File: src/design/otf_pkg.sv
// Constants, field layouts, state codes and timing for the overtemperature fault response block.
// Assumes a PMBus front end that decodes transactions into command strobes and a telemetry
// path that delivers die temperature as signed degrees Celsius with four fraction bits.
//
// Summary of operation
// - Fault sets temp summary, fault flag, alert.
// - Warning crossing sets summary, warning flag, alert.
// - Fault releases below warning limit, then restart.
// - Warning above fault limit: use 20C hysteresis.
// - Response byte: action, retry, delay fields.
// - Action 00b ignores fault, keeps running.
// - Action 01b shuts down after delay.
// - Action 10b shuts down immediately, then retries.
// - Action 11b stays off until cooled.
// - Retry zero latches off, no restart.
// - Retry 1-6: hiccup wait, bounded attempts.
// - Attempts while still hot are counted.
// - Retry seven retries without limit.
// - Delay code zero: 10 ms, one rise.
// - Codes 1-7: code ms, 2-4 rises.
// - Unsupported write rejected, flags invalid data.
// - Clear-faults between limits may hold fault.
// - Warning limit high resolution, store rounds.
// - Warning limit 255C disables warning.
// - Warning word: exponent 15:11, mantissa 10:0.
// - Fault when temperature exceeds fault limit.
// - Fault limit 255C disables fault detection.

package otf_pkg;

    // ------------------------------------------------------------------
    // Command codes
    // ------------------------------------------------------------------
    localparam logic [7:0] CMD_FAULT_LIMIT = 8'h4f;
    localparam logic [7:0] CMD_RESPONSE = 8'h50;
    localparam logic [7:0] CMD_WARN_LIMIT = 8'h51;

    // ------------------------------------------------------------------
    // Field positions
    // ------------------------------------------------------------------
    localparam int ACTION_HI = 7;
    localparam int ACTION_LO = 6;
    localparam int RETRY_HI = 5;
    localparam int RETRY_LO = 3;
    localparam int DELAY_HI = 2;
    localparam int DELAY_LO = 0;
    localparam int EXP_HI = 15;
    localparam int EXP_LO = 11;
    localparam int MAN_HI = 10;
    localparam int MAN_LO = 0;
    localparam int STATUS_BYTE_TEMP_BIT = 2;
    localparam int STATUS_BYTE_CML_BIT = 1;
    localparam int TEMP_FAULT_BIT = 7;
    localparam int TEMP_WARN_BIT = 6;
    localparam int CML_INVALID_DATA_BIT = 6;

    // ------------------------------------------------------------------
    // Encodings and temperature constants (Q.4 degrees, NVM values in whole degrees)
    // ------------------------------------------------------------------
    localparam logic [1:0] ACT_IGNORE = 2'h0;
    localparam logic [1:0] ACT_DELAYED = 2'h1;
    localparam logic [1:0] ACT_IMMEDIATE = 2'h2;
    localparam logic [1:0] ACT_UNTIL_COOL = 2'h3;
    localparam logic [2:0] RETRY_LATCH = 3'h0;
    localparam logic [2:0] RETRY_FOREVER = 3'h7;
    localparam int FRAC_BITS = 4;
    localparam logic signed [15:0] DEG_ZERO = 16'sh0000;
    localparam logic signed [15:0] DEG_DISABLE = 16'sh0ff0;
    localparam logic signed [15:0] DEG_HYSTERESIS = 16'sh0140;
    localparam logic signed [15:0] DEG_HALF = 16'sh0008;
    localparam logic [7:0] NVM_DEG_MAX = 8'ha0;
    localparam logic [7:0] NVM_DEG_DISABLE = 8'hff;
    localparam logic [7:0] DELAY_CODE0_MS = 8'h0a;

    // ------------------------------------------------------------------
    // Values after reset, replaced by the first restore
    // ------------------------------------------------------------------
    localparam logic [7:0] RESPONSE_RESET = 8'h80;
    localparam logic [15:0] WARN_LIMIT_RESET = 16'h0064;
    localparam logic [15:0] FAULT_LIMIT_RESET = 16'h007d;

    // ------------------------------------------------------------------
    // Timing
    // ------------------------------------------------------------------
    localparam int CLK_PERIOD_NS = 8;
    localparam int MS_PERIOD_NS = 1000000;
    localparam int MS_CYCLES = (MS_PERIOD_NS + CLK_PERIOD_NS - 1) / CLK_PERIOD_NS;

    typedef enum logic [2:0] {
        ST_RUN = 3'b000,
        ST_DELAY = 3'b001,
        ST_COOL = 3'b011,
        ST_HICCUP = 3'b010,
        ST_ATTEMPT = 3'b110,
        ST_LATCHED = 3'b111
    } otf_state_t;

endpackage : otf_pkg

File: src/design/otf_linear_to_fix.sv
// Converts a linear-format word (5-bit exponent, 11-bit mantissa) to Q.4 degrees.
// Purely combinational; out_of_range flags values that do not fit 16 signed bits.
`timescale 1ns/1ps

module otf_linear_to_fix (
    // Linear word
    input wire logic [15:0] linear_word,
    // Fixed-point result
    output logic signed [15:0] fixed_value,
    output logic out_of_range
);

    logic signed [4:0] exponent;
    logic signed [10:0] mantissa;
    logic signed [6:0] shift;
    logic signed [31:0] wide;

    always_comb begin
        exponent = linear_word[otf_pkg::EXP_HI:otf_pkg::EXP_LO];
        mantissa = linear_word[otf_pkg::MAN_HI:otf_pkg::MAN_LO];
        shift = 7'(exponent) + 7'(otf_pkg::FRAC_BITS);
        if (shift >= 0) begin
            wide = 32'(mantissa) <<< shift[4:0];
        end else begin
            wide = 32'(mantissa) >>> 5'(-shift);
        end
        // Left shifts above 20 can push bits off the top, so the shift itself is bounded too.
        out_of_range = (shift > 7'sd20) || (wide > 32'sd32767) || (wide < -32'sd32768);
        fixed_value = wide[15:0];
    end

endmodule : otf_linear_to_fix

File: src/design/otf_fault_response.sv
// Overtemperature supervision and fault response: limit registers, status flags, alert,
// shutdown delay, hiccup restarts and latch-off.
// Assumes commands arrive already decoded as one-cycle strobes and temperature samples as
// one-cycle strobes carrying signed Q.4 degrees; all inputs are synchronous to clk.
`timescale 1ns/1ps

module otf_fault_response #(
    parameter int MS_TICK_CYCLES = otf_pkg::MS_CYCLES
) (
    // Clock and reset
    input wire logic clk,
    input wire logic reset,
    // Decoded command port
    input wire logic cmd_valid,
    input wire logic cmd_write,
    input wire logic [7:0] cmd_code,
    input wire logic [15:0] cmd_wdata,
    input wire logic clear_faults,
    output logic rd_valid,
    output logic [15:0] rd_data,
    // Nonvolatile restore and store
    input wire logic nvm_restore,
    input wire logic [7:0] nvm_response,
    input wire logic [7:0] nvm_warn_deg,
    input wire logic [7:0] nvm_fault_deg,
    input wire logic nvm_store,
    output logic nvm_store_valid,
    output logic [7:0] nvm_store_response,
    output logic [7:0] nvm_store_warn_deg,
    output logic [7:0] nvm_store_fault_deg,
    // Telemetry
    input wire logic temp_valid,
    input wire logic signed [15:0] temp_value,
    // Power stage control
    input wire logic output_on_cmd,
    input wire logic [7:0] ton_rise_ms,
    output logic power_enable,
    // Status
    output logic [7:0] status_byte,
    output logic [7:0] status_temperature,
    output logic [7:0] status_cml,
    output logic alert_n
);

    // ------------------------------------------------------------------
    // Configuration registers
    // ------------------------------------------------------------------
    logic [7:0] response_reg;
    logic [15:0] warn_limit_reg;
    logic [15:0] fault_limit_reg;
    logic signed [15:0] warn_q;
    logic signed [15:0] fault_q;
    logic signed [15:0] wdata_q;
    logic warn_ovf;
    logic fault_ovf;
    logic wdata_ovf;
    logic wr_strobe;
    logic wr_limit;
    logic wr_reject;

    otf_linear_to_fix u_warn_conv (.linear_word(warn_limit_reg), .fixed_value(warn_q), .out_of_range(warn_ovf));
    otf_linear_to_fix u_fault_conv (.linear_word(fault_limit_reg), .fixed_value(fault_q), .out_of_range(fault_ovf));
    otf_linear_to_fix u_wdata_conv (.linear_word(cmd_wdata), .fixed_value(wdata_q), .out_of_range(wdata_ovf));

    assign wr_strobe = cmd_valid && cmd_write;
    assign wr_limit = wr_strobe && (cmd_code == otf_pkg::CMD_WARN_LIMIT || cmd_code == otf_pkg::CMD_FAULT_LIMIT);
    // Every response byte has a defined meaning, so only limits outside 0 to 255 degrees are refused.
    assign wr_reject = wr_limit && (wdata_ovf || wdata_q < otf_pkg::DEG_ZERO
        || wdata_q > otf_pkg::DEG_DISABLE);

    always_ff @(posedge clk) begin
        if (reset) begin
            response_reg <= otf_pkg::RESPONSE_RESET;
            warn_limit_reg <= otf_pkg::WARN_LIMIT_RESET;
            fault_limit_reg <= otf_pkg::FAULT_LIMIT_RESET;
        end else if (nvm_restore) begin
            response_reg <= nvm_response;
            warn_limit_reg <= {5'h00, 3'h0, nvm_warn_deg};
            fault_limit_reg <= {5'h00, 3'h0, nvm_fault_deg};
        end else if (wr_strobe && !wr_reject) begin
            if (cmd_code == otf_pkg::CMD_RESPONSE) response_reg <= cmd_wdata[7:0];
            if (cmd_code == otf_pkg::CMD_WARN_LIMIT) warn_limit_reg <= cmd_wdata;
            if (cmd_code == otf_pkg::CMD_FAULT_LIMIT) fault_limit_reg <= cmd_wdata;
        end
    end

    // ------------------------------------------------------------------
    // Read-back
    // ------------------------------------------------------------------
    always_ff @(posedge clk) begin
        if (reset) begin
            rd_valid <= 1'b0;
            rd_data <= 16'h0000;
        end else begin
            rd_valid <= cmd_valid && !cmd_write;
            if (cmd_valid && !cmd_write) begin
                unique case (cmd_code)
                    otf_pkg::CMD_RESPONSE: rd_data <= {8'h00, response_reg};
                    otf_pkg::CMD_WARN_LIMIT: rd_data <= warn_limit_reg;
                    otf_pkg::CMD_FAULT_LIMIT: rd_data <= fault_limit_reg;
                    default: rd_data <= 16'h0000;
                endcase
            end
        end
    end

    // ------------------------------------------------------------------
    // Store: round to whole degrees, clamp to the nonvolatile range
    // ------------------------------------------------------------------
    function automatic logic [7:0] round_to_nvm(input logic signed [15:0] value, input logic ovf);
        logic signed [15:0] rounded;
        rounded = (value + otf_pkg::DEG_HALF) >>> otf_pkg::FRAC_BITS;
        if (!ovf && value == otf_pkg::DEG_DISABLE) begin
            round_to_nvm = otf_pkg::NVM_DEG_DISABLE;
        end else if (ovf || rounded < 16'sd0) begin
            round_to_nvm = 8'h00;
        end else if (rounded > 16'(otf_pkg::NVM_DEG_MAX)) begin
            round_to_nvm = otf_pkg::NVM_DEG_MAX;
        end else begin
            round_to_nvm = rounded[7:0];
        end
    endfunction : round_to_nvm

    always_ff @(posedge clk) begin
        if (reset) begin
            nvm_store_valid <= 1'b0;
            nvm_store_response <= 8'h00;
            nvm_store_warn_deg <= 8'h00;
            nvm_store_fault_deg <= 8'h00;
        end else begin
            nvm_store_valid <= nvm_store;
            if (nvm_store) begin
                nvm_store_response <= response_reg;
                nvm_store_warn_deg <= round_to_nvm(warn_q, warn_ovf);
                nvm_store_fault_deg <= round_to_nvm(fault_q, fault_ovf);
            end
        end
    end

    // ------------------------------------------------------------------
    // Detection
    // ------------------------------------------------------------------
    logic fault_enabled;
    logic warn_enabled;
    logic signed [15:0] release_q;
    logic fault_seen;
    logic warn_seen;
    logic released;
    logic fault_active_reg;
    logic warn_active_reg;

    assign fault_enabled = !(fault_q == otf_pkg::DEG_DISABLE);
    assign warn_enabled = !(warn_q == otf_pkg::DEG_DISABLE);
    // A warning limit above the fault limit, disabled included, would leave no hysteresis band.
    assign release_q = (warn_q > fault_q) ? fault_q - otf_pkg::DEG_HYSTERESIS : warn_q;
    // Limits are read live, so a write counts from the next sample.
    assign fault_seen = temp_valid && fault_enabled && (temp_value > fault_q);
    assign warn_seen = temp_valid && warn_enabled && (temp_value > warn_q);
    assign released = temp_valid && (temp_value < release_q);

    always_ff @(posedge clk) begin
        if (reset) begin
            fault_active_reg <= 1'b0;
            warn_active_reg <= 1'b0;
        end else begin
            // Clear-faults leaves these alone; a fault set in the band holds until cooled or until fault
            // detection is disabled, which is why the host should not clear in that band.
            if (fault_seen) begin
                fault_active_reg <= 1'b1;
            end else if (released || !fault_enabled) begin
                fault_active_reg <= 1'b0;
            end
            if (temp_valid) begin
                warn_active_reg <= warn_seen;
            end
        end
    end

    // ------------------------------------------------------------------
    // Status flags and alert (a new event beats a same-cycle clear)
    // ------------------------------------------------------------------
    logic fault_flag_reg;
    logic warning_flag_reg;
    logic invalid_data_reg;

    always_ff @(posedge clk) begin
        if (reset) begin
            fault_flag_reg <= 1'b0;
            warning_flag_reg <= 1'b0;
            invalid_data_reg <= 1'b0;
            alert_n <= 1'b1;
        end else begin
            if (fault_seen) begin
                fault_flag_reg <= 1'b1;
            end else if (clear_faults) begin
                fault_flag_reg <= 1'b0;
            end
            if (warn_seen && !warn_active_reg) begin
                warning_flag_reg <= 1'b1;
            end else if (clear_faults) begin
                warning_flag_reg <= 1'b0;
            end
            if (wr_reject) begin
                invalid_data_reg <= 1'b1;
            end else if (clear_faults) begin
                invalid_data_reg <= 1'b0;
            end
            alert_n <= !(fault_seen || (warn_seen && !warn_active_reg) || wr_reject
                || ((fault_flag_reg || warning_flag_reg || invalid_data_reg) && !clear_faults));
        end
    end

    always_comb begin
        status_temperature = 8'h00;
        status_temperature[otf_pkg::TEMP_FAULT_BIT] = fault_flag_reg;
        status_temperature[otf_pkg::TEMP_WARN_BIT] = warning_flag_reg;
        status_cml = 8'h00;
        status_cml[otf_pkg::CML_INVALID_DATA_BIT] = invalid_data_reg;
        status_byte = 8'h00;
        status_byte[otf_pkg::STATUS_BYTE_TEMP_BIT] = fault_flag_reg || warning_flag_reg;
        status_byte[otf_pkg::STATUS_BYTE_CML_BIT] = invalid_data_reg;
    end

    // ------------------------------------------------------------------
    // Millisecond timer
    // ------------------------------------------------------------------
    logic [1:0] action;
    logic [2:0] retry_count;
    logic [2:0] delay_code;
    logic [7:0] delay_ms;
    logic [2:0] hiccup_mult;
    logic [9:0] hiccup_ms;
    logic [16:0] prescale_reg;
    logic [9:0] timer_reg;
    logic timer_load;
    logic [9:0] timer_load_val;
    logic ms_tick;
    logic timer_done;

    assign action = response_reg[otf_pkg::ACTION_HI:otf_pkg::ACTION_LO];
    assign retry_count = response_reg[otf_pkg::RETRY_HI:otf_pkg::RETRY_LO];
    assign delay_code = response_reg[otf_pkg::DELAY_HI:otf_pkg::DELAY_LO];
    assign delay_ms = (delay_code == 3'h0) ? otf_pkg::DELAY_CODE0_MS : {5'h00, delay_code};
    // Codes 1-7 spread over two to four rise times in three bands.
    assign hiccup_mult = (delay_code == 3'h0) ? 3'h1 : (delay_code < 3'h3) ? 3'h2
        : (delay_code < 3'h6) ? 3'h3 : 3'h4;
    assign hiccup_ms = (ton_rise_ms == 8'h00) ? 10'h001 : 10'(ton_rise_ms * hiccup_mult);
    assign ms_tick = (prescale_reg == 17'(MS_TICK_CYCLES - 1));
    assign timer_done = (timer_reg == 10'h000);

    always_ff @(posedge clk) begin
        if (reset) begin
            prescale_reg <= 17'h00000;
            timer_reg <= 10'h000;
        end else if (timer_load) begin
            // Restarting the prescaler keeps every wait a whole number of milliseconds at least.
            prescale_reg <= 17'h00000;
            timer_reg <= timer_load_val;
        end else begin
            prescale_reg <= ms_tick ? 17'h00000 : prescale_reg + 17'h00001;
            if (ms_tick && !timer_done) begin
                timer_reg <= timer_reg - 10'h001;
            end
        end
    end

    // ------------------------------------------------------------------
    // Response sequencer
    // ------------------------------------------------------------------
    otf_pkg::otf_state_t state_reg;
    otf_pkg::otf_state_t state_next;
    logic [2:0] attempts_reg;
    logic [2:0] attempts_next;

    always_comb begin
        state_next = state_reg;
        attempts_next = attempts_reg;
        timer_load = 1'b0;
        timer_load_val = hiccup_ms;
        if (!output_on_cmd) begin
            // Commanded off clears any latch or pending retry.
            state_next = otf_pkg::ST_RUN;
            attempts_next = 3'h0;
        end else begin
            unique case (state_reg)
                otf_pkg::ST_RUN: begin
                    if (fault_active_reg) begin
                        unique case (action)
                            otf_pkg::ACT_IGNORE: state_next = otf_pkg::ST_RUN;
                            otf_pkg::ACT_DELAYED: begin
                                state_next = otf_pkg::ST_DELAY;
                                timer_load = 1'b1;
                                timer_load_val = {2'h0, delay_ms};
                            end
                            otf_pkg::ACT_IMMEDIATE: begin
                                timer_load = 1'b1;
                                attempts_next = 3'h0;
                                state_next = (retry_count == otf_pkg::RETRY_LATCH) ? otf_pkg::ST_LATCHED
                                    : otf_pkg::ST_HICCUP;
                            end
                            otf_pkg::ACT_UNTIL_COOL: state_next = otf_pkg::ST_COOL;
                        endcase
                    end
                end
                otf_pkg::ST_DELAY: begin
                    if (!fault_active_reg) begin
                        state_next = otf_pkg::ST_RUN;
                    end else if (timer_done) begin
                        timer_load = 1'b1;
                        attempts_next = 3'h0;
                        state_next = (retry_count == otf_pkg::RETRY_LATCH) ? otf_pkg::ST_LATCHED
                            : otf_pkg::ST_HICCUP;
                    end
                end
                otf_pkg::ST_COOL: begin
                    if (!fault_active_reg) begin
                        timer_load = 1'b1;
                        attempts_next = 3'h0;
                        state_next = (retry_count == otf_pkg::RETRY_LATCH) ? otf_pkg::ST_LATCHED
                            : otf_pkg::ST_HICCUP;
                    end
                end
                otf_pkg::ST_HICCUP: begin
                    if (timer_done) begin
                        state_next = otf_pkg::ST_ATTEMPT;
                    end
                end
                otf_pkg::ST_ATTEMPT: begin
                    if (!fault_active_reg) begin
                        state_next = otf_pkg::ST_RUN;
                        attempts_next = 3'h0;
                    end else if (retry_count == otf_pkg::RETRY_FOREVER) begin
                        state_next = otf_pkg::ST_HICCUP;
                        timer_load = 1'b1;
                    end else begin
                        // A hot attempt never reaches the output but still uses up a retry.
                        attempts_next = attempts_reg + 3'h1;
                        if (attempts_reg + 3'h1 >= retry_count) begin
                            state_next = otf_pkg::ST_LATCHED;
                        end else begin
                            state_next = otf_pkg::ST_HICCUP;
                            timer_load = 1'b1;
                        end
                    end
                end
                otf_pkg::ST_LATCHED: state_next = otf_pkg::ST_LATCHED;
                default: state_next = otf_pkg::ST_RUN;
            endcase
        end
    end

    always_ff @(posedge clk) begin
        if (reset) begin
            state_reg <= otf_pkg::ST_RUN;
            attempts_reg <= 3'h0;
        end else begin
            state_reg <= state_next;
            attempts_reg <= attempts_next;
        end
    end

    always_ff @(posedge clk) begin
        if (reset) begin
            power_enable <= 1'b0;
        end else begin
            power_enable <= output_on_cmd && (state_next == otf_pkg::ST_RUN || state_next == otf_pkg::ST_DELAY);
        end
    end

endmodule : otf_fault_response

File: config.mk
export PLATFORM = sky130hd
export DESIGN_NAME = otf_fault_response
export DESIGN_NICKNAME = d
export VERILOG_FILES = /design/src/design/otf_pkg.sv /design/src/design/otf_linear_to_fix.sv /design/src/design/otf_fault_response.sv
export SDC_FILE = /design/constraint.sdc
export NUM_CORES = 1
export LEC_CHECK = 0
export CORE_UTILIZATION = 35
export DETAILED_ROUTE_END_ITERATION = 8
export DONT_BUFFER_PORTS = 1
export HOLD_SLACK_MARGIN = 0.06
export PLACE_DENSITY = 0.53
export SYNTH_ARGS = -nofsm -noshare
export SYNTH_HDL_FRONTEND = slang
export SYNTH_HIERARCHICAL = 1
export SYNTH_SLANG_ARGS = --single-unit
File: constraint.sdc
create_clock -name clk -period 7.3 [get_ports clk]
set_clock_uncertainty 0.05 [all_clocks]
set_input_delay 2.19 -clock clk [delete_from_list [all_inputs] [get_ports clk]]
set_output_delay 2.19 -clock clk [all_outputs]
set_load 0.1 [all_outputs]
### After elaboration in Yosys (flattened, before gate mapping)

Cells that the tools add are included.

* equal/unequal tests: 22
* divide/modulo/power cells: 0
* reductions and logical operators: 71
* add/sub/neg operators: 12
* $mul: 1
* magnitude comparators: 25
* multiplexer cells: 67
* bitwise logic cells: 1
* shifts and indexed selects: 6

Operators with widths (count)
* 8-bit two-way mux: 15
* 32-bit by 16-bit greater-than comparator with 1-bit output, second input constant: 3
* 32-bit by 16-bit < comparator with 1-bit output, second input constant: 3
* 32-bit two-way mux: 3
* 11-bit by 5-bit <<< shifter with 32-bit output: 3
* 11-bit by 5-bit >>> shifter with 32-bit output: 3
* 10-bit two-way mux: 7
* 3-bit two-way mux: 20
* 16-bit greater-than comparator: 3
* 16-bit case mux with 3 select lines: 1
* 16-bit by 5-bit adder with 16-bit output, second input constant: 2
* 16-bit by 13-bit == test with 1-bit output, second input constant: 2
* 16-bit by 8-bit greater-than comparator with 1-bit output, second input constant: 2
* 8-bit by 7-bit == test with 1-bit output, second input constant: 3
* 12-bit by 1-bit < comparator with 1-bit output, second input constant: 2
* 3-bit case mux with 4 select lines: 2
* 5-bit by 4-bit adder with 6-bit output, second input constant: 3
* 6-bit by 1-bit greater-or-equal comparator with 1-bit output, second input constant: 3
* 6-bit greater-than comparator, second input constant: 3
* 1-bit logical OR: 18
* 3-bit case mux with 6 select lines: 1
* 2-bit nonzero test: 9
* 17-bit by 1-bit adder with 17-bit output, second input constant: 1
* 17-bit == test, second input constant: 1
* 35 further kinds: 92

* flip-flop bits (word level): 122
* logic and storage cells: 227
* bits of input ports: 81
* memories: 0
* output and inout bits: 68
* memory bits (writable): 0
* latch bits: 0
* memory bits (read-only): 0

### Longest topological paths before layout

Gate-level depths: netlist of run 1.

* depth after elaboration: 14
* mapped depth: 31
* gate-level depth less buffers: 25

### Modules after synthesis

Netlist of run 1, hierarchy kept.

Modules (own cells, without submodules)
* otf_fault_response: seq. area each 2442.3 um2, area each 8932.3 um2, cells an instance 1114, instances 1
* otf_linear_to_fix at u_fault_conv ...: seq. area each 0.0 um2, area each 1938.1 um2, cells an instance 262, instances 2
* otf_linear_to_fix at u_wdata_conv: seq. area each 0.0 um2, area each 1751.7 um2, cells an instance 244, instances 1

### Worst setup path after synthesis of run 1

No wires, ideal clock.

* path kind: input port to flip-flop
* start: input cmd_wdata[11]
* end: register warn_limit_reg[4]
* setup slack: 1.171 ns
* stages: 18
* data required time: 7.122 ns
* setup time: 0.128 ns
* data arrival time: 5.951 ns
* buffers on the path: 4
* cells stage by stage: buf_2 clkinv_1 ha_1 clkbuf_1 clkbuf_1 mux2i_1 inv_1 mux4_2 mux2i_1 o32ai_1 nor4_1 nor3_1 nor4b_4 buf_6 mux2i_1 nor2_1 a21oi_1 nor2_1

* longest elaborated chain between the ends: 14
* elaborated cells between the ends (all ways): 20
* classes of those cells: 2 x add/sub; 6 x order compare; 2 x shift; 1 x mux; 9 x reduce/logical

RTL lines
* from (decl): line otf_fault_response.sv:17 `input wire logic [15:0] cmd_wdata,`
* 5-bit by 4-bit adder with 6-bit output *: line otf_linear_to_fix.sv:21 `shift = 7'(exponent) + 7'(otf_pkg::FRAC_BITS);`
* 5-bit negation: line otf_linear_to_fix.sv:25 `wide = 32'(mantissa) >>> 5'(-shift);`
* 11-bit by 5-bit >>> shifter with 32-bit output: line otf_linear_to_fix.sv:25
* 32-bit two-way mux *: line otf_linear_to_fix.sv:22 `if (shift >= 0) begin`
* named net wdata_q[0]: line otf_fault_response.sv:53 `logic signed [15:0] wdata_q;`
* 32-bit by 16-bit greater-than comparator with 1-bit output: line otf_linear_to_fix.sv:28 `out_of_range = (shift > 7'sd20) || (wide > 32'sd32767) || (wide < -32'sd32768);`
* 1-bit logical OR (2 in series): line otf_linear_to_fix.sv:28
* 1-bit logical OR: line otf_fault_response.sv:68 `assign wr_reject = wr_limit && (wdata_ovf || wdata_q < otf_pkg::DEG_ZERO`
* 1-bit logical OR *: line otf_fault_response.sv:69 `|| wdata_q > otf_pkg::DEG_DISABLE);`
* 1-bit logical AND *: line otf_fault_response.sv:68
* 1-bit zero test *: line otf_fault_response.sv:80 `end else if (wr_strobe && !wr_reject) begin`
* 1-bit logical AND *: line otf_fault_response.sv:80
* 2-bit nonzero test (no line) *
* 2-bit AND reduction (no line) *
* to (signal assigned): line otf_fault_response.sv:74 `warn_limit_reg <= otf_pkg::WARN_LIMIT_RESET;`
* to (signal assigned): line otf_fault_response.sv:78 `warn_limit_reg <= {5'h00, 3'h0, nvm_warn_deg};`
* to (signal assigned): line otf_fault_response.sv:82 `if (cmd_code == otf_pkg::CMD_WARN_LIMIT) warn_limit_reg <= cmd_wdata;`
* to (decl): line otf_fault_response.sv:49 `logic [15:0] warn_limit_reg;`

The timed path passes the listed nets; every way through them passes the cells marked *.
A chain may end at the register's enable or synchronous reset.

### Worst setup path after layout of run 1

* start: register warn_limit_reg[14]
* end: register fault_active_reg

* longest elaborated chain between the ends: 10
* elaborated cells between the ends (all ways): 12
* classes of those cells: 2 x add/sub; 3 x order compare; 2 x shift; 2 x mux; 3 x reduce/logical

RTL lines
* 5-bit by 4-bit adder with 6-bit output *: line otf_linear_to_fix.sv:21
* 5-bit negation: line otf_linear_to_fix.sv:25
* 11-bit by 5-bit >>> shifter with 32-bit output: line otf_linear_to_fix.sv:25
* 32-bit two-way mux *: line otf_linear_to_fix.sv:22
* named net warn_q[7]: line otf_fault_response.sv:51 `logic signed [15:0] warn_q;`
* 16-bit greater-than comparator: line otf_fault_response.sv:155 `assign release_q = (warn_q > fault_q) ? fault_q - otf_pkg::DEG_HYSTERESIS : warn_q;`
* 16-bit two-way mux *: line otf_fault_response.sv:155
* 16-bit < comparator *: line otf_fault_response.sv:159 `assign released = temp_valid && (temp_value < release_q);`
* 1-bit logical AND *: line otf_fault_response.sv:159
* 1-bit logical OR *: line otf_fault_response.sv:170 `end else if (released || !fault_enabled) begin`
* 2-bit nonzero test (no line) *
* to (signal assigned): line otf_fault_response.sv:163 `fault_active_reg <= 1'b0;`
* to (signal assigned): line otf_fault_response.sv:169 `fault_active_reg <= 1'b1;`
* to (signal assigned): line otf_fault_response.sv:171 `fault_active_reg <= 1'b0;`
* to (decl): line otf_fault_response.sv:149 `logic fault_active_reg;`

Marks and branches as above.

==> results of run 1 <==
placed cells by master (no fill, tap or decap), types with 8 or more instances in the layout:
cell	instances
nor2_1	213
nand2_1	157
mux2i_1	121
dfxtp_1	121
a21oi_1	112
ha_1	98
o21ai_0	85
inv_1	83
nor3_1	58
xnor2_1	47
nand3_1	47
a211oi_1	43
a31oi_1	41
mux2_2	40
nor2b_1	34
nand4_1	31
o22ai_1	29
buf_4	29
mux4_2	27
nand2b_1	25
a22oi_1	23
xor2_1	19
conb_1	19
clkbuf_16	17
o31ai_1	16
and3_1	15
and2_1	14
a21o_1	14
o211ai_1	14
nor4_1	13
o21a_1	9
or4_1	8
o221ai_1	8
report_power, final:
part / internal, mW / switching [mW]
registers: 0.697 / 0.163
logic: 0.202 / 0.318
clock network: 0.542 / 0.346
total: 1.44 / 0.827
per-stage QoR:
stage,setup slack [ns],area (sq um),std cells,power [mW]
global route,0.2895,15330,2353,2.382
detailed placement,0.9092,14710,2319,1.384
CTS,1.061,15330,2351,2.282
floorplan,1.171,14630,1900,1.300
finish,0.9814,15330,2353,2.268
global placement,1.001,14710,2319,1.384
cells by family after synthesis:
| group | after synthesis |
|---|---|
| buffers and inverters | 232 |
| muxes | 197 |
| other | 1 |
| adders and majority gates | 105 |
| xor gates and xnor gates | 70 |
| and+or+nand+nor | 667 |
| DFF | 122 |
| AOI/OAI and AO/OA | 488 |
final timing paths:
check / startpoint / end / slack [ns] / cells after the start
setup reg to reg: warn_limit_reg[14] / fault_active_reg / 0.98 / 26
hold / removal: prescale_reg[0] / prescale_reg[0] / 0.41 / 1
setup / recovery: warn_limit_reg[14] / fault_active_reg / 0.98 / 26
hold reg to reg: prescale_reg[0] / prescale_reg[0] / 0.41 / 1
synth_stat cells, types with 27 or more instances:
cell / number
a211oi_1: 43
a21oi_1: 112
a31oi_1: 41
buf_2: 31
buf_4: 36
clkbuf_1: 56
dfxtp_1: 122
ha_1: 98
inv_1: 83
mux2_2: 40
mux2i_1: 121
mux4_2: 27
nand2_1: 157
nand3_1: 47
nand4_1: 31
nor2_1: 213
nor2b_1: 35
nor3_1: 58
o21ai_0: 85
o22ai_1: 29
xnor2_1: 47
cell type report:
class                           instances  area share
Tap cell                              532     0.04342
Sequential cell                       122      0.1594
Clock buffer                           17     0.02775
Multi-Input combinational cell       1546      0.7205
Antenna cell                            2   0.0003264
Timing Repair Buffer                   29     0.01420
Inverter                               90     0.02220
Clock inverter                         15     0.01224
per-layer routing:
metal  wire length [um]  share of wire
met5                  0              0
met2              21400           0.46
met1              21410           0.46
met3               3183          0.068
met4               1037          0.022
worst reg2reg max path: cells and delay by family (launching register included):
family          cells  cell delay [ns]
fa+ha+maj           3             1.25
mux                 1             0.59
flops               1             0.49
xor+xnor            1             0.44
simple gates        3             0.45
buf+inv             4             0.83
compound gates     14             2.10
==> metrics.yaml, run 1 <==
synth:
  synth-seq-cells: 122
  synth-edff-count: 0
  synth_compound_gate_area_share: 0.2210
  async_reset_ff_frac: 0
  synthTopCellsByArea: "dfxtp_1 17%, ha_1 8.4%, mux2i_1 8.3%"
  synth_top_area_frac: 0.1677
  synth_warnings: 6
  syn_area_sq_um: 14560
  synth_top_area_cell: "dfxtp_1"
  synth-simple-area-share: 0.2224
  synth_xor_area_frac: 0.04572
  synth.avg_cell_area_sq_um: 7.737
  synth_ff_type: "dfxtp_1"
  ys_seq_area_frac: 0.1677
  synth_cell_types: 97
  synth_fa_ha_area_frac: 0.09384
  synthMuxAreaShare: 0.1706
  synthCells: 1882
  synth_top_family_by_area: "simple AND/OR/NAND/NOR gates"
flow_run:
  drv_cap: 0
timing:
  hold_viol_final: 0
  period_share: 0.8656
  timing.fmax_mhz: 158.3
  worst_pin_slew_ns: 1.098
  tns_ns: 0
  rsz0062_at_grt: "no"
  finalSetupViolCount: 0
  hold_slack_ns: 0.4059
  slew_headroom: 0.2669
  drv_slew: 0
  fin_crit_ns: 6.319
worst_setup_path:
  worst_setup_path_start_kind: "register"
  critical_path.top_delay_family: "compound AO/OA/AOI/OAI gates"
  critPathMaxFanout: 31
  critical_path_buf_inv_count: 4
  critPathRequiredTime_ns: 7.57
  crit_top_cell: "a21oi_1"
  cp_slowest_cell: "ha_1"
  critPathMaxStageDelay_ns: 0.66
  crit_type: "register to register"
  crit_arrival_ns: 6.59
  end_kind: "register"
power:
  vdd_drop_max_v: 0.0001344
  p_leak_nw: 5.943
  pwr_density_cell_nw_per_um2: 147.9
final_layout:
  post_route_cells_drive_above_1_share: 0.09456
  syn_to_final_growth_pct: 5.294
  fin_util: 0.3746
  multi_input_area_sq_um: 11050
  num-fill-cells: 4280
  seq_area_sq_um: 2444
  nets: 1992
  largest_register_ffs: 17
placed_design:
  post-dp-hpwl_um: 35760
  io_buffers: 0
  gp_congestion: 0.9400
routing:
  first_pass_iters: 6
  avgRoutedWirePerCell_um: 19.99
  route.vias.total: 14090
  vias_per_cell: 5.987
  drcViolationCount: 0
  first_iter_violations: 1340
  drt-total-wl_um: 47040
  ant_nets: 0
floorplan:
  core_region_area_sq_um: 40920
  ios: 149
  start_util: 0.3558
  die_width_um: 206.0
  rows: 74
  dieArea_sq_um: 42420
  die_h_um: 206.0
clock_tree:
  cts_resized: 0
  cts_setup_buffers: 0
  ctsRootBufferMaster: "clkbuf_16"
  clock_path_buffers: 2
  cts_tree: "built"
  clk_pin_slew_ns: 0.07
  holdBufCountCts: 0
  clock-sinks: 122
  clock_latency_ns: 0.44
  cts_buffers: 17
  htree_levels: 4
grt:
  grt_util_met3: 0.04478
  grt_pass1_vias: 13300
  antenna_found_initial: 2
  grt_overflow_total: 0
  grt_pass1_wl_um: 74620
  use_met2: 0.3563
  grt_max_degree: 87
  grt.total_usage: 0.2221
  top_usage_layer: "met2"
  groute.layer.met1.usage: 0.2970
min_path:
  hp-class: "register to register"
status:
  outcome: "complete, no violations"
Note: power is estimated with default switching activity, not from simulation.
==> inputs of run 2 (changes only) <==
--- a/config.mk
+++ b/config.mk
@@ -5,11 +5,12 @@
 export SDC_FILE = /design/constraint.sdc
 export NUM_CORES = 1
 export LEC_CHECK = 0
-export CORE_UTILIZATION = 35
+export ABC_CLOCK_PERIOD_IN_PS = 8160
+export CORE_UTILIZATION = 65
 export DETAILED_ROUTE_END_ITERATION = 8
 export DONT_BUFFER_PORTS = 1
 export HOLD_SLACK_MARGIN = 0.06
-export PLACE_DENSITY = 0.53
+export PLACE_DENSITY = 0.85
 export SYNTH_ARGS = -nofsm -noshare
 export SYNTH_HDL_FRONTEND = slang
 export SYNTH_HIERARCHICAL = 1
==> constraint.sdc (replaced) <==
create_clock -name clk -period 8.16 [get_ports clk]
set_clock_uncertainty 0.05 [all_clocks]
set_input_delay 2.448 -clock clk [delete_from_list [all_inputs] [get_ports clk]]
set_output_delay 2.448 -clock clk [all_outputs]
set_load 0.1 [all_outputs]
==> run 2 against run 1 <==
  * Critical path depth shrank 2
  * Non-clock buffer count fell by 11
  * Register-to-register slack improved by 0.26 ns
  * Highest routed layer unchanged
  * Sequential share of layout area rose by 0.40 points
  * Maximum frequency decreased by 8.7%
  * Hold slack improved by 0.0074 ns
  * Global-route usage is 16 points higher
  * Final cell count shrank 11%
  * Routed wire length down 5.8%
==> metrics.yaml, run 2 (same netlist as run 1, synthesis figures left out) <==
routing:
  first_iter_violations: 1642  # was 1340
  first_pass_iters: 9  # was 6
  route.vias.total: 14410  # was 14090
  drt-total-wl_um: 44290  # was 47040 um
  avgRoutedWirePerCell_um: 21.22  # was 19.99 um
  vias_per_cell: 6.905  # was 5.987
  ant_nets: 0  # unchanged
  drcViolationCount: 0  # unchanged
grt:
  antenna_found_initial: 0  # was 2
  use_met2: 0.5989  # was 0.3563
  grt.total_usage: 0.3806  # was 0.2221
  grt_overflow_total: 0  # unchanged
  grt_util_met3: 0.07575  # was 0.04478
  grt_pass1_wl_um: 68720  # was 74620 um
  groute.layer.met1.usage: 0.4986  # was 0.2970
  top_usage_layer: "met2"  # unchanged
  grt_max_degree: 87  # unchanged
  grt_pass1_vias: 13020  # was 13300
timing:
  timing.fmax_mhz: 144.5  # was 158.3 MHz
  rsz0062_at_grt: "no"  # unchanged
  period_share: 0.8481  # was 0.8656
  hold_slack_ns: 0.4132  # was 0.4059 ns
  slew_headroom: 0.2594  # was 0.2669
  drv_slew: 0  # unchanged
  fin_crit_ns: 6.920  # was 6.319 ns
  finalSetupViolCount: 0  # unchanged
  worst_pin_slew_ns: 1.106  # was 1.098 ns
  hold_viol_final: 0  # unchanged
  tns_ns: 0  # unchanged
worst_setup_path:
  worst_setup_path_start_kind: "register"  # unchanged
  crit_arrival_ns: 7.19  # was 6.59 ns
  critical_path_buf_inv_count: 2  # was 4
  cp_slowest_cell: "o22ai_1"  # was ha_1
  end_kind: "register"  # unchanged
  crit_type: "register to register"  # unchanged
  critPathMaxStageDelay_ns: 0.66  # about the same
  cp-startpoint: "fault_limit_reg[13]"  # was warn_limit_reg[14]
  critPathRequiredTime_ns: 8.43  # was 7.57 ns
  critical_path.top_delay_family: "compound AO/OA/AOI/OAI gates"  # unchanged
  rr_endpoint: "fault_active_reg"  # unchanged
  r2r_cells: 24  # was 26
  path_cells: "buf_4 -> ha_1 -> xor2_2 -> xnor2_1 -> nor2b_1 -> a31oi_1 -> o22ai_1 -> inv_1 -> ha_1 -> a21oi_1 -> o21ai_0 -> a21o_1 -> a211oi_1 -> mux2_2 -> nor2_1 -> a21oi_1 -> ha_1 -> a211o_1 -> o211ai_1 -> a21oi_1 -> nor3_1 -> o2111ai_1 -> a22oi_1 -> o31ai_1"
  critPathMaxFanout: 36  # was 31
  r2r-start: "fault_limit_reg[13]"  # was warn_limit_reg[14]
  rrSetupSlack_ns: 1.24  # was 0.98 ns
status:
  outcome: "complete, no violations"  # unchanged
clock_tree:
  cts_tree: "built"  # unchanged
  clock-sinks: 122  # unchanged
  cts_setup_buffers: 0  # unchanged
  clock_path_buffers: 2  # unchanged
  htree_levels: 4  # unchanged
  clk_pin_slew_ns: 0.07  # about the same
  holdBufCountCts: 0  # unchanged
  cts_resized: 0  # unchanged
  ctsRootBufferMaster: "clkbuf_16"  # unchanged
  clock_latency_ns: 0.43  # was 0.44 ns
  cts_buffers: 17  # unchanged
placed_design:
  place_area_sq_um: 14320  # was 14710 sq um
  post-dp-hpwl_um: 32750  # was 35760 um
  io_buffers: 0  # unchanged
  gp_congestion: 0.9807  # was 0.9400
power:
  comb_power_share: 0.226  # was 0.229
  netSwitchingPower_uw: 726.1  # was 826.8 uW
  swShare: 0.3528  # was 0.3645
  p_leak_nw: 5.908  # was 5.943 nW
  pwr_density_cell_nw_per_um2: 137.6  # was 147.9 nW/um^2
  clockPowerShare: 0.401  # was 0.392
  seqPwrFrac: 0.373  # was 0.379
  vdd_drop_max_v: 0.0001413  # was 0.0001344 V
  p_int_mw: 1.332  # was 1.441 mW
final_layout:
  post_route_cells_drive_above_1_share: 0.08854  # was 0.09456
  largest_register_ffs: 17  # unchanged
  final_common_cell: "nor2_1"  # unchanged
  nets: 1981  # was 1992
  fin_area_sq_um: 14950  # was 15330 sq um
  syn_to_final_growth_pct: 2.698  # was 5.294%
  mostFrequentLayoutCells: "213 x nor2_1, 157 x nand2_1, 121 x mux2i_1, 121 x dfxtp_1, 112 x a21oi_1"  # unchanged
  antenna_cells: 0  # was 2
min_path:
  hp-start: "attempts_reg[1]"  # was prescale_reg[0]
  whs_endpoint: "attempts_reg[1]"  # was prescale_reg[0]
  hp-class: "register to register"  # unchanged
  hold_path_depth: 2  # was 1
floorplan:
  dieArea_sq_um: 23000  # was 42420 sq um
  rows: 54  # was 74
  core_region_area_sq_um: 21890  # was 40920 sq um
  start_util: 0.6651  # was 0.3558
  ios: 149  # unchanged
  die_width_um: 151.7  # was 206.0 um
  die_h_um: 151.7  # was 206.0 um
flow_run:
  drv_cap: 0  # unchanged
==> run 2: power by group through the flow <==
stage          Clock (mW)  Sequential (mW)  Combinational (mW)
2_1_floorplan           0            0.754               0.409
5_1_grt             0.854            0.771               0.510
3_3_place_gp            0            0.777               0.444
3_5_place_dp            0            0.778               0.451
4_1_cts             0.828            0.766               0.454
6_report            0.825            0.768               0.465
==> run 2: area by class of cell <==
class	count	area [sq um]
flip-flops and latches	122	2444
inverters	90	340.3
fillers	1831	6938
multi-input cells	1546	11050
clock buffers	19	452.9
well taps	280	350.3
clock inverters	12	185.2
repair buffers	18	135.1
==> run 2: worst max-delay path by stage <==
| stage | end | slack, ns | depth (start not counted) |
|---|---|---|---|
| finish | fault_active_reg | 1.24 | 24 |
| global route | fault_active_reg | 0.85 | 24 |
| CTS | fault_active_reg | 1.36 | 24 |
| detailed placement | fault_active_reg | 1.34 | 24 |
| global placement | fault_limit_reg[4] | 1.39 | 14 |
| floorplan | warn_limit_reg[4] | 1.77 | 18 |
==> run 2: layer usage <==
layer  wire, um  part of all wire
met1      18240              0.41
met2      19950              0.45
met3       4137             0.093
met4       1957             0.044
met5          0                 0
==> run 2: worst register-to-register path: stages (launching register included) <==
cell	delay [ns]
dfxtp_1	0.35
buf_4	0.38
ha_1	0.47
xor2_2	0.40
xnor2_1	0.26
nor2b_1	0.58
a31oi_1	0.15
o22ai_1	0.66
inv_1	0.22
ha_1	0.36
a21oi_1	0.16
o21ai_0	0.10
a21o_1	0.18
a211oi_1	0.22
mux2_2	0.59
nor2_1	0.19
a21oi_1	0.06
ha_1	0.34
a211o_1	0.29
o211ai_1	0.09
a21oi_1	0.09
nor3_1	0.18
o2111ai_1	0.14
a22oi_1	0.22
o31ai_1	0.10
==> run 2: per-stage QoR <==
step,total power [mW],util,std cells,setup slack (ns)
after floorplan,1.163,-,1900,1.773
after global placement,1.222,0.6539,2056,1.394
after detailed placement,1.229,0.6539,2056,1.343
after CTS,2.049,0.6831,2087,1.360
after global routing,2.135,0.6831,2087,0.8489
final,2.058,0.6831,2087,1.240
==> inputs of run 3 (changes only) <==
--- a/config.mk
+++ b/config.mk
@@ -5,7 +5,7 @@
 export SDC_FILE = /design/constraint.sdc
 export NUM_CORES = 1
 export LEC_CHECK = 0
-export ABC_CLOCK_PERIOD_IN_PS = 8160
+export ABC_CLOCK_PERIOD_IN_PS = 7070
 export CORE_UTILIZATION = 65
 export DETAILED_ROUTE_END_ITERATION = 8
 export DONT_BUFFER_PORTS = 1
==> constraint.sdc (replaced) <==
create_clock -name clk -period 7.07 [get_ports clk]
set_clock_uncertainty 0.05 [all_clocks]
set_input_delay 2.121 -clock clk [delete_from_list [all_inputs] [get_ports clk]]
set_output_delay 2.121 -clock clk [all_outputs]
set_load 0.1 [all_outputs]
==> run 3 against run 2 <==
  * Highest routed layer unchanged
  * Final cell count increased by 0.57%
  * Core utilization increased by 0.31 points
  * Clock-buffer cell count unchanged
  * Register-to-register slack got worse by 0.57 ns
  * Setup slack got worse by 0.57 ns
  * The flow now finishes with violations (DRC)
  * Non-clock buffer count increased by 12
  * Sequential share of layout area decreased by 0.075 points
  * Global-route usage increased by 0.54 points
  * Total power increased by 14%
  * Cell area increased by 0.46%
  * Via count increased by 1.5%
==> metrics.yaml, run 3 (same netlist as run 1, synthesis figures left out) <==
status:
  outcome: "finished with violations"  # was complete, no violations
  violations: "DRC"
power:
  pwr_density_cell_nw_per_um2: 156.2  # was 137.6 nW/um^2
  p_total_mw: 2.347  # was 2.058 mW
  vdd_drop_max_v: 0.0001673  # was 0.0001413 V
  p_leak_nw: 5.957  # was 5.908 nW
flow_run:
  drv_cap: 0  # unchanged
clock_tree:
  cts_buffers: 17  # unchanged
  clock_latency_ns: 0.43  # about the same
  cts_setup_buffers: 0  # unchanged
  cts_resized: 0  # unchanged
  cts_tree: "built"  # unchanged
  holdBufCountCts: 0  # unchanged
  clock-sinks: 122  # unchanged
  ctsRootBufferMaster: "clkbuf_16"  # unchanged
  htree_levels: 4  # unchanged
  clk_pin_slew_ns: 0.07  # about the same
  clock_path_buffers: 2  # unchanged
final_layout:
  mostFrequentLayoutCells: "213 x nor2_1, 157 x nand2_1, 121 x mux2i_1, 121 x dfxtp_1, 112 x a21oi_1"  # unchanged
  largest_register_ffs: 17  # unchanged
  final_cells: 2099  # was 2087
  final_common_cell: "nor2_1"  # unchanged
  syn_to_final_growth_pct: 3.171  # was 2.698%
  nets: 1993  # was 1981
  fin_area_sq_um: 15020  # was 14950 sq um
  antenna_cells: 0  # unchanged
  post_route_cells_drive_above_1_share: 0.09456  # was 0.08854
worst_setup_path:
  cp_slowest_cell: "nor2b_1"  # was o22ai_1
  path_cells: "buf_4 -> ha_1 -> nand2_1 -> xnor2_1 -> nor2b_1 -> a31oi_1 -> o22ai_1 -> inv_1 -> ha_1 -> nand4_1 -> nor2_1 -> a21o_1 -> a211oi_1 -> mux2_2 -> nor2_1 -> a21oi_1 -> ha_1 -> a211o_1 -> o211ai_1 -> a21oi_1 -> nor3_1 -> o2111ai_1 -> a22oi_1 -> o31ai_1"  # was buf_4 -> ha_1 -> xor2_2 -> xnor2_1 -> nor2b_1 -> a31oi_1 -> o22ai_1 -> inv_1 -> ha_1 -> a21oi_1 -> o21ai_0 -> a21o_1 -> a211oi_1 -> mux2_2 -> nor2_1 -> a21oi_1 -> ha_1 -> a211o_1 -> o211ai_1 -> a21oi_1 -> nor3_1 -> o2111ai_1 -> a22oi_1 -> o31ai_1
  critical_path.top_delay_family: "compound AO/OA/AOI/OAI gates"  # unchanged
  critPathRequiredTime_ns: 7.34  # was 8.43 ns
  crit_top_cell: "ha_1"
  critPathMaxStageDelay_ns: 0.61  # was 0.66 ns
  critPathMaxFanout: 31  # was 36
  crit_arrival_ns: 6.67  # was 7.19 ns
  crit_type: "register to register"  # unchanged
  worst_setup_path_start_kind: "register"  # unchanged
  critical_path_buf_inv_count: 2  # unchanged
  end_kind: "register"  # unchanged
placed_design:
  place_area_sq_um: 14410  # was 14320 sq um
  place_inst: 2068  # was 2056
  io_buffers: 0  # unchanged
  gp_congestion: 1.002  # was 0.9807
  post-dp-hpwl_um: 33090  # was 32750 um
routing:
  first_pass_iters: 9  # unchanged
  avgRoutedWirePerCell_um: 21.36  # was 21.22 um
  vias_per_cell: 6.966  # was 6.905
  route.vias.total: 14620  # was 14410
  first_iter_violations: 1802  # was 1642
  drt-total-wl_um: 44840  # was 44290 um
  ant_nets: 0  # unchanged
  drcViolationCount: 2  # was 0
floorplan:
  ios: 149  # unchanged
  die_width_um: 151.7  # unchanged
  rows: 54  # unchanged
  start_util: 0.6651  # unchanged
  core_region_area_sq_um: 21890  # unchanged
  die_h_um: 151.7  # unchanged
  dieArea_sq_um: 23000  # unchanged
timing:
  period_share: 0.9053  # was 0.8481
  tns_ns: 0  # unchanged
  finalSetupViolCount: 0  # unchanged
  hold_viol_final: 0  # unchanged
  rsz0062_at_grt: "no"  # unchanged
  hold_slack_ns: 0.4085  # was 0.4132 ns
  fin_crit_ns: 6.401  # was 6.920 ns
  drv_slew: 0  # unchanged
  worst_pin_slew_ns: 1.132  # was 1.106 ns
  timing.fmax_mhz: 156.2  # was 144.5 MHz
  slew_headroom: 0.2422  # was 0.2594
grt:
  grt_max_degree: 87  # unchanged
  grt_pass1_vias: 13260  # was 13020
  grt_pass1_wl_um: 69990  # was 68720 um
  grt_overflow_total: 0  # unchanged
  antenna_found_initial: 0  # unchanged
  grt.total_usage: 0.3860  # was 0.3806
min_path:
  hp-class: "register to register"  # unchanged
==> run 3: cell types whose count changed in the layout (fill, tap and decap cells not counted), sizes merged <==
cell	delta
buf	+12
clkinv	+3
inv	-2
bufinv	-1
==> run 3: final cells by class <==
cell class | count | area, sq um
Inverter | 90 | 340.3
Clock inverter | 12 | 163.9
Tap cell | 280 | 350.3
Timing Repair Buffer | 30 | 225.2
Clock buffer | 19 | 452.9
Sequential cell | 122 | 2444
Fill cell | 1831 | 6869
Multi-Input combinational cell | 1546 | 11050
==> run 3: stage by stage <==
step	util	worst slack, ns
final	0.6862	0.6693
after global routing	0.6862	0.2544
after CTS	0.6862	0.8373
after detailed placement	0.6580	0.6768
after global placement	0.6580	0.7700
after floorplan	-	1.010
==> run 3: path summary, 6_finish.rpt <==
check,cells past startpoint,slack [ns],end,startpoint
worst max-delay path,24,0.67,fault_active_reg,fault_limit_reg[13]
worst min register to register,2,0.41,attempts_reg[1],attempts_reg[1]
worst max register to register,24,0.67,fault_active_reg,fault_limit_reg[13]
worst min-delay path,2,0.41,attempts_reg[1],attempts_reg[1]
==> run 3: worst register-to-register path, stage by stage (launching register included) <==
cell       delay [ns]
dfxtp_1          0.49
buf_4            0.40
ha_1             0.23
nand2_1          0.07
xnor2_1          0.30
nor2b_1          0.61
a31oi_1          0.17
o22ai_1          0.48
inv_1            0.24
ha_1             0.33
nand4_1          0.13
nor2_1           0.06
a21o_1           0.16
a211oi_1         0.32
mux2_2           0.60
nor2_1           0.20
a21oi_1          0.06
ha_1             0.31
a211o_1          0.29
o211ai_1         0.08
a21oi_1          0.09
nor3_1           0.18
o2111ai_1        0.14
a22oi_1          0.20
o31ai_1          0.10
==> run 3: power breakdown <==
group	internal, mW	total (mW)	switching [mW]	leakage (nW)
Combinational	0.208	0.537	0.329	4.66
Sequential	0.720	0.886	0.166	1.00
Clock	0.575	0.924	0.349	0.300
Total	1.50	2.35	0.844	5.96
==> run 3: routing by layer <==
| metal | wire (um) | vias to the layer above | GRT usage |
|---|---|---|---|
| li1 | - | 6741 | - |
| met3 | 4871 | 150 | 0.07156 |
| met1 | 18050 | 6798 | 0.5134 |
| met2 | 20440 | 933 | 0.6195 |
| met5 | 0 | - | 0 |
| met4 | 1477 | 0 | 0.1431 |
